[src/hw/ump_pkg.sv]
package ump_pkg;

	// Line timing: bit period rounded down so the receiver never runs slow
	localparam int CLK_HZ = 20_000_000;
	localparam int BAUD_HZ = 115200;
	localparam int BIT_CYC_I = CLK_HZ / BAUD_HZ;
	localparam logic [8:0] BIT_CYC = 9'(BIT_CYC_I);
	localparam logic [8:0] HALF_CYC = 9'(BIT_CYC_I / 2);
	localparam logic [2:0] LAST_DATA_IDX = 3'h7;

	// Register addresses (bit 8 set selects single-bit space)
	localparam logic [8:0] ADDR_CTRL = 9'h098;
	localparam logic [8:0] ADDR_DATA = 9'h099;
	localparam logic [8:0] ADDR_MODE = 9'h0a9;
	localparam logic [8:0] ADDR_IRQ_STAT = 9'h0f0;
	localparam logic [8:0] ADDR_IRQ_EN = 9'h0f1;
	localparam logic [8:0] ADDR_IRQ_CLR = 9'h0f2;
	localparam logic [8:0] ADDR_CTRL_BITS = 9'h198;

	// Control/status fields
	localparam int B_OVR = 7;
	localparam int B_PERR = 6;
	localparam int B_THRE = 5;
	localparam int B_REN = 4;
	localparam int B_TBX = 3;
	localparam int B_RBX = 2;
	localparam int B_TI = 1;
	localparam int B_RI = 0;

	// Mode register fields and reset value
	localparam int M_MCE = 7;
	localparam int M_PT_HI = 6;
	localparam int M_PT_LO = 5;
	localparam int M_PE = 4;
	localparam int M_XBE = 1;
	localparam logic [7:0] MODE_RST = 8'h0c;

	// Parity types
	localparam logic [1:0] PT_ODD = 2'h0;
	localparam logic [1:0] PT_EVEN = 2'h1;
	localparam logic [1:0] PT_MARK = 2'h2;

	// Interrupt status bits
	localparam int IRQ_W = 4;
	localparam int I_RX = 0;
	localparam int I_TX = 1;
	localparam int I_OVR = 2;
	localparam int I_PERR = 3;

	localparam logic [1:0] FIFO_DEPTH = 2'h3;
	localparam logic [1:0] FIFO_LAST = 2'h2;
	localparam logic [7:0] BROADCAST_ADDR = 8'hff;

	typedef enum logic [4:0] {
		ST_IDLE = 5'h01,
		ST_START = 5'h02,
		ST_DATA = 5'h04,
		ST_XBIT = 5'h08,
		ST_STOP = 5'h10
	} ump_state_e;

	// Parity bit for the selected type
	function automatic logic ump_parity(input logic [7:0] d,
		input logic [1:0] pt);
		case (pt)
			PT_ODD: ump_parity = ~^d;
			PT_EVEN: ump_parity = ^d;
			PT_MARK: ump_parity = 1'b1;
			default: ump_parity = 1'b0;
		endcase
	endfunction

endpackage

[src/hw/ump_link_if.sv]
`timescale 1ns/1ps
`default_nettype none
interface ump_link_if;
	logic dev_txd;
	logic node_txd;
	modport dev (output dev_txd, input node_txd);
	modport node (output node_txd, input dev_txd);
endinterface
`default_nettype wire

[src/hw/ump_dev.sv]
// Summary of operation
// - Address bytes carry extra bit 1, data 0
// - Filter on: receive flag needs extra 1
// - Slave software clears filter on address match
// - Unaddressed slaves keep filter; re-enable after message
// - Shared addresses and role swaps allowed
// - Bit 7 flags byte dropped, FIFO full
// - Bit 6 flags parity error, software clears
// - Bit 5 transmit holding empty, read-only
// - Bit 4 enables receiver; FIFO stays readable
// - Bit 3 sent as extra bit
// - Bit 2 received extra or stop bit
// - Bit 1 set at transmit stop bit
// - Bit 0 set at receive stop sample
// - Receive flag holds while FIFO has more than one byte
// - Control at 0x98, bit addressable
// - Extra bit only if enabled, no parity
// - Three-entry FIFO, overflow drops and flags
// - Filter enable is mode bit 7
`timescale 1ns/1ps
`default_nettype none
module ump_dev
	import ump_pkg::*;
(
	input wire logic clk,
	input wire logic rst_n,
	ump_link_if.dev link,
	input wire logic [8:0] addr,
	input wire logic [7:0] wdata,
	input wire logic wr,
	input wire logic rd,
	output logic [7:0] rdata,
	output logic irq
);
	logic ovr_ff, perr_ff, ren_ff, tbx_ff, ti_ff, ri_ff;
	logic [7:0] mode_ff;
	logic [IRQ_W-1:0] irq_stat_ff, irq_en_ff;
	logic irq_ff;
	logic [7:0] rdata_ff;
	logic [7:0] ctrl_rd, wmask, wval;
	logic has_x, xbe_only, pe;
	logic [1:0] pt;
	logic [IRQ_W-1:0] nxt_stat, clr, ev;

	// Transmit state
	ump_state_e tx_st_ff;
	logic [8:0] tx_cnt_ff;
	logic [2:0] tx_idx_ff;
	logic [7:0] tx_sh_ff;
	logic tx_xb_ff, tx_hx_ff, txd_ff, ti_set;

	// Receive state
	ump_state_e rx_st_ff;
	logic [8:0] rx_cnt_ff;
	logic [2:0] rx_idx_ff;
	logic [7:0] rx_sh_ff;
	logic rx_xb_ff, rx_s1_ff, rx_s2_ff, rx_prev_ff;
	logic rx_end, rx_xval, rx_perr, rx_ok, push, pop, ovr_set, perr_set;

	// Receive FIFO, head is the data buffer
	logic [7:0] fifo_d [0:2];
	logic fifo_x [0:2];
	logic fifo_p [0:2];
	logic [1:0] wp_ff, rp_ff, cnt_ff, rp_nxt;

	assign pe = mode_ff[M_PE];
	assign pt = mode_ff[M_PT_HI:M_PT_LO];
	assign xbe_only = mode_ff[M_XBE] & ~pe;
	assign has_x = mode_ff[M_XBE] | pe;

	// Byte write or single-bit write into control register
	always_comb
	begin
		wmask = 8'h00;
		wval = wdata;
		if (wr && addr == ADDR_CTRL)
			wmask = 8'hff;
		else if (wr && addr[8:3] == ADDR_CTRL_BITS[8:3])
		begin
			wmask = 8'h01 << addr[2:0];
			wval = {8{wdata[0]}};
		end
	end

	// Control flags; hardware set wins over software clear
	always_ff @(posedge clk or negedge rst_n)
	begin
		if (!rst_n)
		begin
			ovr_ff <= 1'b0;
			perr_ff <= 1'b0;
			ren_ff <= 1'b0;
			tbx_ff <= 1'b0;
			ti_ff <= 1'b0;
		end
		else
		begin
			ovr_ff <= ovr_set | (wmask[B_OVR] ? wval[B_OVR] : ovr_ff);
			perr_ff <= perr_set | (wmask[B_PERR] ? wval[B_PERR] : perr_ff);
			ren_ff <= wmask[B_REN] ? wval[B_REN] : ren_ff;
			tbx_ff <= wmask[B_TBX] ? wval[B_TBX] : tbx_ff;
			ti_ff <= ti_set | (wmask[B_TI] ? wval[B_TI] : ti_ff);
		end
	end

	// Receive flag: clear ignored until only the buffered byte remains
	always_ff @(posedge clk or negedge rst_n)
	begin
		if (!rst_n)
			ri_ff <= 1'b0;
		else if (push)
			ri_ff <= 1'b1;
		else if (wmask[B_RI] && (wval[B_RI] || cnt_ff <= 2'h1))
			ri_ff <= wval[B_RI];
	end

	// Mode and interrupt registers
	always_ff @(posedge clk or negedge rst_n)
	begin
		if (!rst_n)
		begin
			mode_ff <= MODE_RST;
			irq_en_ff <= '0;
		end
		else if (wr && addr == ADDR_MODE)
			mode_ff <= wdata;
		else if (wr && addr == ADDR_IRQ_EN)
			irq_en_ff <= wdata[IRQ_W-1:0];
	end

	// Sticky events; one level output from enabled bits
	always_ff @(posedge clk or negedge rst_n)
	begin
		if (!rst_n)
		begin
			irq_stat_ff <= '0;
			irq_ff <= 1'b0;
		end
		else
		begin
			irq_stat_ff <= nxt_stat;
			irq_ff <= |(nxt_stat & irq_en_ff);
		end
	end
	assign clr = (wr && addr == ADDR_IRQ_CLR) ? wdata[IRQ_W-1:0] : '0;
	assign ev = {perr_set, ovr_set, ti_set, push};
	assign nxt_stat = (irq_stat_ff & ~clr) | ev;

	assign ctrl_rd = {ovr_ff, perr_ff, tx_st_ff == ST_IDLE, ren_ff, tbx_ff,
		(cnt_ff != 2'h0) & fifo_x[rp_ff], ti_ff, ri_ff};

	// Read data one cycle after the strobe
	always_ff @(posedge clk or negedge rst_n)
	begin
		if (!rst_n)
			rdata_ff <= 8'h00;
		else if (rd)
		begin
			case (addr)
				ADDR_CTRL: rdata_ff <= ctrl_rd;
				ADDR_DATA: rdata_ff <= (cnt_ff != 2'h0) ? fifo_d[rp_ff] : 8'h00;
				ADDR_MODE: rdata_ff <= mode_ff;
				ADDR_IRQ_STAT: rdata_ff <= {4'h0, irq_stat_ff};
				ADDR_IRQ_EN: rdata_ff <= {4'h0, irq_en_ff};
				default: rdata_ff <= 8'h00;
			endcase
		end
	end
	assign rdata = rdata_ff;
	assign irq = irq_ff;
	assign link.dev_txd = txd_ff;

	// Transmitter; a write while busy is dropped, not queued
	assign ti_set = (tx_cnt_ff == 9'h000) &&
		((tx_st_ff == ST_DATA && tx_idx_ff == LAST_DATA_IDX && !tx_hx_ff) ||
		tx_st_ff == ST_XBIT);
	always_ff @(posedge clk or negedge rst_n)
	begin
		if (!rst_n)
		begin
			tx_st_ff <= ST_IDLE;
			tx_cnt_ff <= 9'h000;
			tx_idx_ff <= 3'h0;
			tx_sh_ff <= 8'h00;
			tx_xb_ff <= 1'b0;
			tx_hx_ff <= 1'b0;
			txd_ff <= 1'b1;
		end
		else if (tx_st_ff == ST_IDLE)
		begin
			if (wr && addr == ADDR_DATA)
			begin
				tx_st_ff <= ST_START;
				tx_cnt_ff <= BIT_CYC - 9'h001;
				tx_sh_ff <= wdata;
				tx_hx_ff <= has_x;
				tx_xb_ff <= pe ? ump_parity(wdata, pt) : tbx_ff;
				txd_ff <= 1'b0;
			end
		end
		else if (tx_cnt_ff != 9'h000)
			tx_cnt_ff <= tx_cnt_ff - 9'h001;
		else
		begin
			tx_cnt_ff <= BIT_CYC - 9'h001;
			case (tx_st_ff)
				ST_START:
				begin
					tx_st_ff <= ST_DATA;
					tx_idx_ff <= 3'h0;
					txd_ff <= tx_sh_ff[0];
				end
				ST_DATA:
				begin
					tx_idx_ff <= tx_idx_ff + 3'h1;
					tx_sh_ff <= {1'b0, tx_sh_ff[7:1]};
					if (tx_idx_ff != LAST_DATA_IDX)
						txd_ff <= tx_sh_ff[1];
					else if (tx_hx_ff)
					begin
						tx_st_ff <= ST_XBIT;
						txd_ff <= tx_xb_ff;
					end
					else
					begin
						tx_st_ff <= ST_STOP;
						txd_ff <= 1'b1;
					end
				end
				ST_XBIT:
				begin
					tx_st_ff <= ST_STOP;
					txd_ff <= 1'b1;
				end
				default:
				begin
					tx_st_ff <= ST_IDLE;
					txd_ff <= 1'b1;
				end
			endcase
		end
	end

	// Line synchroniser; receiver looks at the second stage and its delayed copy
	always_ff @(posedge clk or negedge rst_n)
	begin
		if (!rst_n)
		begin
			rx_s1_ff <= 1'b1;
			rx_s2_ff <= 1'b1;
			rx_prev_ff <= 1'b1;
		end
		else
		begin
			rx_s1_ff <= link.node_txd;
			rx_s2_ff <= rx_s1_ff;
			rx_prev_ff <= rx_s2_ff;
		end
	end

	// Receiver samples each bit at its middle
	always_ff @(posedge clk or negedge rst_n)
	begin
		if (!rst_n)
		begin
			rx_st_ff <= ST_IDLE;
			rx_cnt_ff <= 9'h000;
			rx_idx_ff <= 3'h0;
			rx_sh_ff <= 8'h00;
			rx_xb_ff <= 1'b0;
		end
		else if (rx_st_ff == ST_IDLE)
		begin
			if (ren_ff && rx_prev_ff && !rx_s2_ff)
			begin
				rx_st_ff <= ST_START;
				rx_cnt_ff <= HALF_CYC - 9'h001;
			end
		end
		else if (rx_cnt_ff != 9'h000)
			rx_cnt_ff <= rx_cnt_ff - 9'h001;
		else
		begin
			rx_cnt_ff <= BIT_CYC - 9'h001;
			case (rx_st_ff)
				ST_START:
				begin
					rx_st_ff <= rx_s2_ff ? ST_IDLE : ST_DATA;
					rx_idx_ff <= 3'h0;
				end
				ST_DATA:
				begin
					rx_sh_ff <= {rx_s2_ff, rx_sh_ff[7:1]};
					rx_idx_ff <= rx_idx_ff + 3'h1;
					if (rx_idx_ff == LAST_DATA_IDX)
						rx_st_ff <= has_x ? ST_XBIT : ST_STOP;
				end
				ST_XBIT:
				begin
					rx_xb_ff <= rx_s2_ff;
					rx_st_ff <= ST_STOP;
				end
				default: rx_st_ff <= ST_IDLE;
			endcase
		end
	end

	// Stop sample decides whether the byte is kept
	assign rx_end = rx_st_ff == ST_STOP && rx_cnt_ff == 9'h000;
	assign rx_xval = xbe_only ? rx_xb_ff : rx_s2_ff;
	assign rx_perr = pe & (rx_xb_ff != ump_parity(rx_sh_ff, pt));
	assign rx_ok = rx_end & rx_s2_ff &
		(~mode_ff[M_MCE] | rx_xval);
	assign pop = rd && addr == ADDR_DATA && cnt_ff != 2'h0;
	assign push = rx_ok && (cnt_ff != FIFO_DEPTH || pop);
	assign ovr_set = rx_ok && cnt_ff == FIFO_DEPTH && !pop;
	assign rp_nxt = (rp_ff == FIFO_LAST) ? 2'h0 : rp_ff + 2'h1;
	// Flag parity when an erroneous byte becomes the oldest
	assign perr_set = pe & ((push & rx_perr &
		(cnt_ff == 2'h0 || (pop && cnt_ff == 2'h1))) |
		(pop & (cnt_ff >= 2'h2) & fifo_p[rp_nxt]));

	// FIFO pointers and count
	always_ff @(posedge clk or negedge rst_n)
	begin
		if (!rst_n)
		begin
			wp_ff <= 2'h0;
			rp_ff <= 2'h0;
			cnt_ff <= 2'h0;
		end
		else
		begin
			if (push)
				wp_ff <= (wp_ff == FIFO_LAST) ? 2'h0 : wp_ff + 2'h1;
			if (pop)
				rp_ff <= rp_nxt;
			cnt_ff <= cnt_ff + {1'b0, push} - {1'b0, pop};
		end
	end

	// FIFO storage, no reset needed
	always_ff @(posedge clk)
	begin
		if (push)
		begin
			fifo_d[wp_ff] <= rx_sh_ff;
			fifo_x[wp_ff] <= rx_xval;
			fifo_p[wp_ff] <= rx_perr;
		end
	end

endmodule
`default_nettype wire

[src/flat_wrapper.sv]
// flat-port wrapper written by rule: the top's interface ports become plain ports
module ump_dev_flat import ump_pkg::*;
  (clk, rst_n, addr, wdata, wr, rd, rdata, irq, link_dev_txd, link_node_txd);
  ump_link_if link_i ();
  input wire logic clk;
  input wire logic rst_n;
  input wire logic [8:0] addr;
  input wire logic [7:0] wdata;
  input wire logic wr;
  input wire logic rd;
  output logic [7:0] rdata;
  output logic irq;
  output wire logic [$bits(link_i.dev_txd)-1:0] link_dev_txd;
  input wire logic [$bits(link_i.node_txd)-1:0] link_node_txd;
  assign link_dev_txd = link_i.dev_txd;
  assign link_i.node_txd = link_node_txd;
  ump_dev u_core (.clk(clk), .rst_n(rst_n), .link(link_i), .addr(addr), .wdata(wdata), .wr(wr), .rd(rd), .rdata(rdata), .irq(irq));
endmodule
[config.mk]
export PLATFORM = sky130hd
export DESIGN_NAME = ump_dev_flat
export DESIGN_NICKNAME = d
export VERILOG_FILES = /design/src/hw/ump_pkg.sv /design/src/hw/ump_link_if.sv /design/src/hw/ump_dev.sv /design/src/flat_wrapper.sv
export SDC_FILE = /design/constraint.sdc
export NUM_CORES = 1
export LEC_CHECK = 0
export ABC_CLOCK_PERIOD_IN_PS = 3950
export BUFFER_PORTS_ARGS = -buffer_cell sky130_fd_sc_hd__buf_4
export CAP_MARGIN = 10
export CORE_ASPECT_RATIO = 0.5
export CORE_UTILIZATION = 45
export DETAILED_ROUTE_END_ITERATION = 7
export GPL_ROUTABILITY_DRIVEN = 0
export PLACE_DENSITY = 0.6
export SLEW_MARGIN = 20
export SYNTH_ARGS = -nofsm -noshare
export SYNTH_HDL_FRONTEND = slang
export SYNTH_SLANG_ARGS = --single-unit
export TNS_END_PERCENT = 50
[constraint.sdc]
create_clock -name clk -period 3.95 [get_ports clk]
set_clock_uncertainty 0.2 [all_clocks]
set_input_delay 0.5925 -clock clk [delete_from_list [all_inputs] [get_ports clk]]
set_output_delay 0.5925 -clock clk [all_outputs]
set_load 0.02 [all_outputs]
==> run metrics <==
met3 Track Usage GR=0.0447; global-route usage over all layers=0.215; total CTS buffers=17; final net count=687; Die Span Y=86.4 um; final worst slack=1090 ps; P&R area growth vs syn=15.0%; clk_lat worst skew=410 ps; final setup vio count=0; yosys warns=0; CTS root buf=clkbuf_16; Max Cap Viol=0; area share of the largest cell type after synthesis=0.336; Die ar.=14,700 um2; pins over their slew limit=0; drt drc=0; Avg Cell Area, Syn=10.3 um2; Ports=32; most common flop cell mapped by yosys=dfrtp_1; average wire per standard cell=17.2 um; Port Buffers=31; setup TNS=0 ps; vias in the first global route=4,551; worst slew pin tran=913 ps; first-pass GRT wire length=24.2 mm; cell area after placement=6810 um2; Clock Tree Buf Depth=2; worst setup path class=register to register; CP arrival=2960 ps; CTS tree=done; RSZ-0062 raised after global routing=no; min Tclk post-route=2860 ps; worst-case reg-to-reg path depth=4; grt total ovfl=0; Fill cells=1,222; leading area contributor after synthesis=dfrtp_1; Max Fanout on Critical Path=13; Seq cells post-synth=124; Fin. Hold Viols=0; Antenna diodes=0; Critical R2R Capture=u_core.rx_sh_ff[0]; clk slew on worst S/H paths=60 ps; setup repair bufs after CTS=0; run status=completed; crit end category=register; DRT Pass-1 Iters=5; most area-consuming cells after synthesis=dfrtp_1 (34%), edfxtp_1 (14%), nand2_1 (4.6%); Rel. slew slack=0.387; CTS sink count=124; met1 Track Usage GR=0.299; Initial Util=0.467; end-of-flow core utilization=0.538; # resized after CTS=0; fmax=349 MHz; layout cells sized above 1=0.175; largest net degree at the start of global routing=53; asr flop ratio synth=0.758; Cells after Synth=623; startpoint types=register; initial DRC count=403; initial antenna violation count=0; Static Leak=3.04 nW; Syn Nets=654; row count=30; data required time at the worst endpoint=4050 ps; H-tree Lvls=4; via count=4,836; worst hold slack=32.2 ps; GRT busiest layer=met2; Post-Synthesis Cell Area=6400 um2; dpl ws=741 ps; Tcrit/Tclk final=0.725; DR vias/cell=5.62; DP HPWL=10.5 mm; Routed Antenna Nets=0; DRT Wirelength=14.8 mm; PwrDens=443 nW/um2; Final Cell Area=7360 um2; Min-Delay Path Class=input port to asynchronous set/reset pin; M2 GR Usage=0.344; worst r2r src=u_core.rx_st_ff[2]; CORE AREA=13,700 um2; synth unique cells=75; Max IR drop VDD=0.309 mV; EDFF count, synth=30; reg2reg setup slack=1090 ps; post-cts hold buffer count=0; DIE WIDTH=171 um; sequential share of the synthesized area=0.509
## synthesized netlist by cell type, types with 8 or more instances
library cell	instances
a21oi_1	28
a31oi_1	15
clkbuf_1	15
dfrtp_1	86
dfstp_2	8
edfxtp_1	30
ha_1	9
inv_1	20
mux2_2	11
mux2_4	8
mux2i_1	13
nand2_1	78
nand3_1	16
nor2_1	51
nor2b_1	9
nor3_1	13
o21ai_0	49
or3_1	12
xnor2_1	16
## where the power goes
group	switching, mW	internal (mW)	leakage (nW)
clock	0.643	0.822	0.264
sequential	0.0910	1.38	1.47
combinational	0.185	0.138	1.30
## worst max-delay path by stage
stage / endpoint / cells past startpoint / startpoint / slack [ps]
6_report: u_core.rx_sh_ff[0] / 4 / u_core.rx_st_ff[2] / 1090
5_1_grt: u_core.rx_st_ff[2] / 5 / u_core.rx_st_ff[2] / 880
4_1_cts: u_core.rx_sh_ff[0] / 4 / u_core.rx_st_ff[1] / 1080
3_5_place_dp: u_core.cnt_ff[1] / 10 / addr[8] / 740
3_3_place_gp: u_core.cnt_ff[1] / 10 / addr[8] / 780
2_1_floorplan: u_core.fifo_d[2][0] / 7 / addr[8] / 510
## flip-flops by register name, indices dropped and copies added, names as in the netlist, 2 cells and up
signal / cells
u_core.irq_stat_ff: 4
u_core.rx_st_ff: 5
u_core.tx_sh_ff: 8
u_core.wp_ff: 2
u_core.rx_sh_ff: 8
u_core.tx_cnt_ff: 9
u_core.rp_ff: 2
u_core.cnt_ff: 2
u_core.rdata: 8
u_core.rx_cnt_ff: 9
u_core.fifo_p: 3
u_core.tx_idx_ff: 3
u_core.mode_ff: 8
u_core.fifo_x: 3
u_core.rx_idx_ff: 3
u_core.fifo_d: 24
u_core.irq_en_ff: 4
u_core.tx_st_ff: 5
## per-stage QoR
stage | power [mW] | std cells
floorplan | 1.70 | 623
global placement | 1.81 | 829
detailed placement | 1.82 | 829
CTS | 3.28 | 861
global route | 3.40 | 861
finish | 3.26 | 861
## layer usage
metal,wire length [um],share of wire,up-vias
met5,0,0,-
li1,-,-,2345
met3,518,0.035,17
met4,186,0.013,0
met1,7250,0.49,2378
met2,6820,0.46,96
## worst max-delay path, cell delays in order, from the launching register on
cell     delay [ps]
dfrtp_1         520
or3_1           440
nor3b_1         670
or3_1           560
mux2_4          350
## cells by family after synthesis
group                    Yosys count  share of synthesized area
flip-flops                       124                      0.509
buffers and inverters             47                     0.0330
AO/OA/AOI/OAI                    150                      0.158
adder cells (fa/ha/maj)            9                     0.0176
AND/OR/NAND/NOR                  240                      0.193
XOR/XNOR                          20                     0.0273
multiplexers                      33                     0.0619
## final cells by class
type / count / area (um2) / share of cell area
inverter: 21 / 78.8 / 0.0107
tap: 192 / 240 / 0.0326
multi-input combinational: 452 / 2930 / 0.398
timing repair buffer: 40 / 300 / 0.0408
clock buffer: 17 / 425 / 0.0578
clock inverter: 15 / 126 / 0.0172
sequential: 124 / 3260 / 0.443
## cells in the final DEF, fill, tap and decap left out, types with 8 or more instances in the layout
cell type,instances
a21oi_1,28
a31oi_1,15
buf_4,40
clkbuf_16,17
dfrtp_1,86
dfstp_2,8
edfxtp_1,30
ha_1,9
inv_1,20
inv_6,8
mux2_2,11
mux2_4,8
mux2i_1,13
nand2_1,78
nand3_1,16
nor2_1,51
nor2b_1,9
nor3_1,13
o21ai_0,49
or3_1,12
xnor2_1,16
No activity file was read; power rests on OpenSTA's default activity.
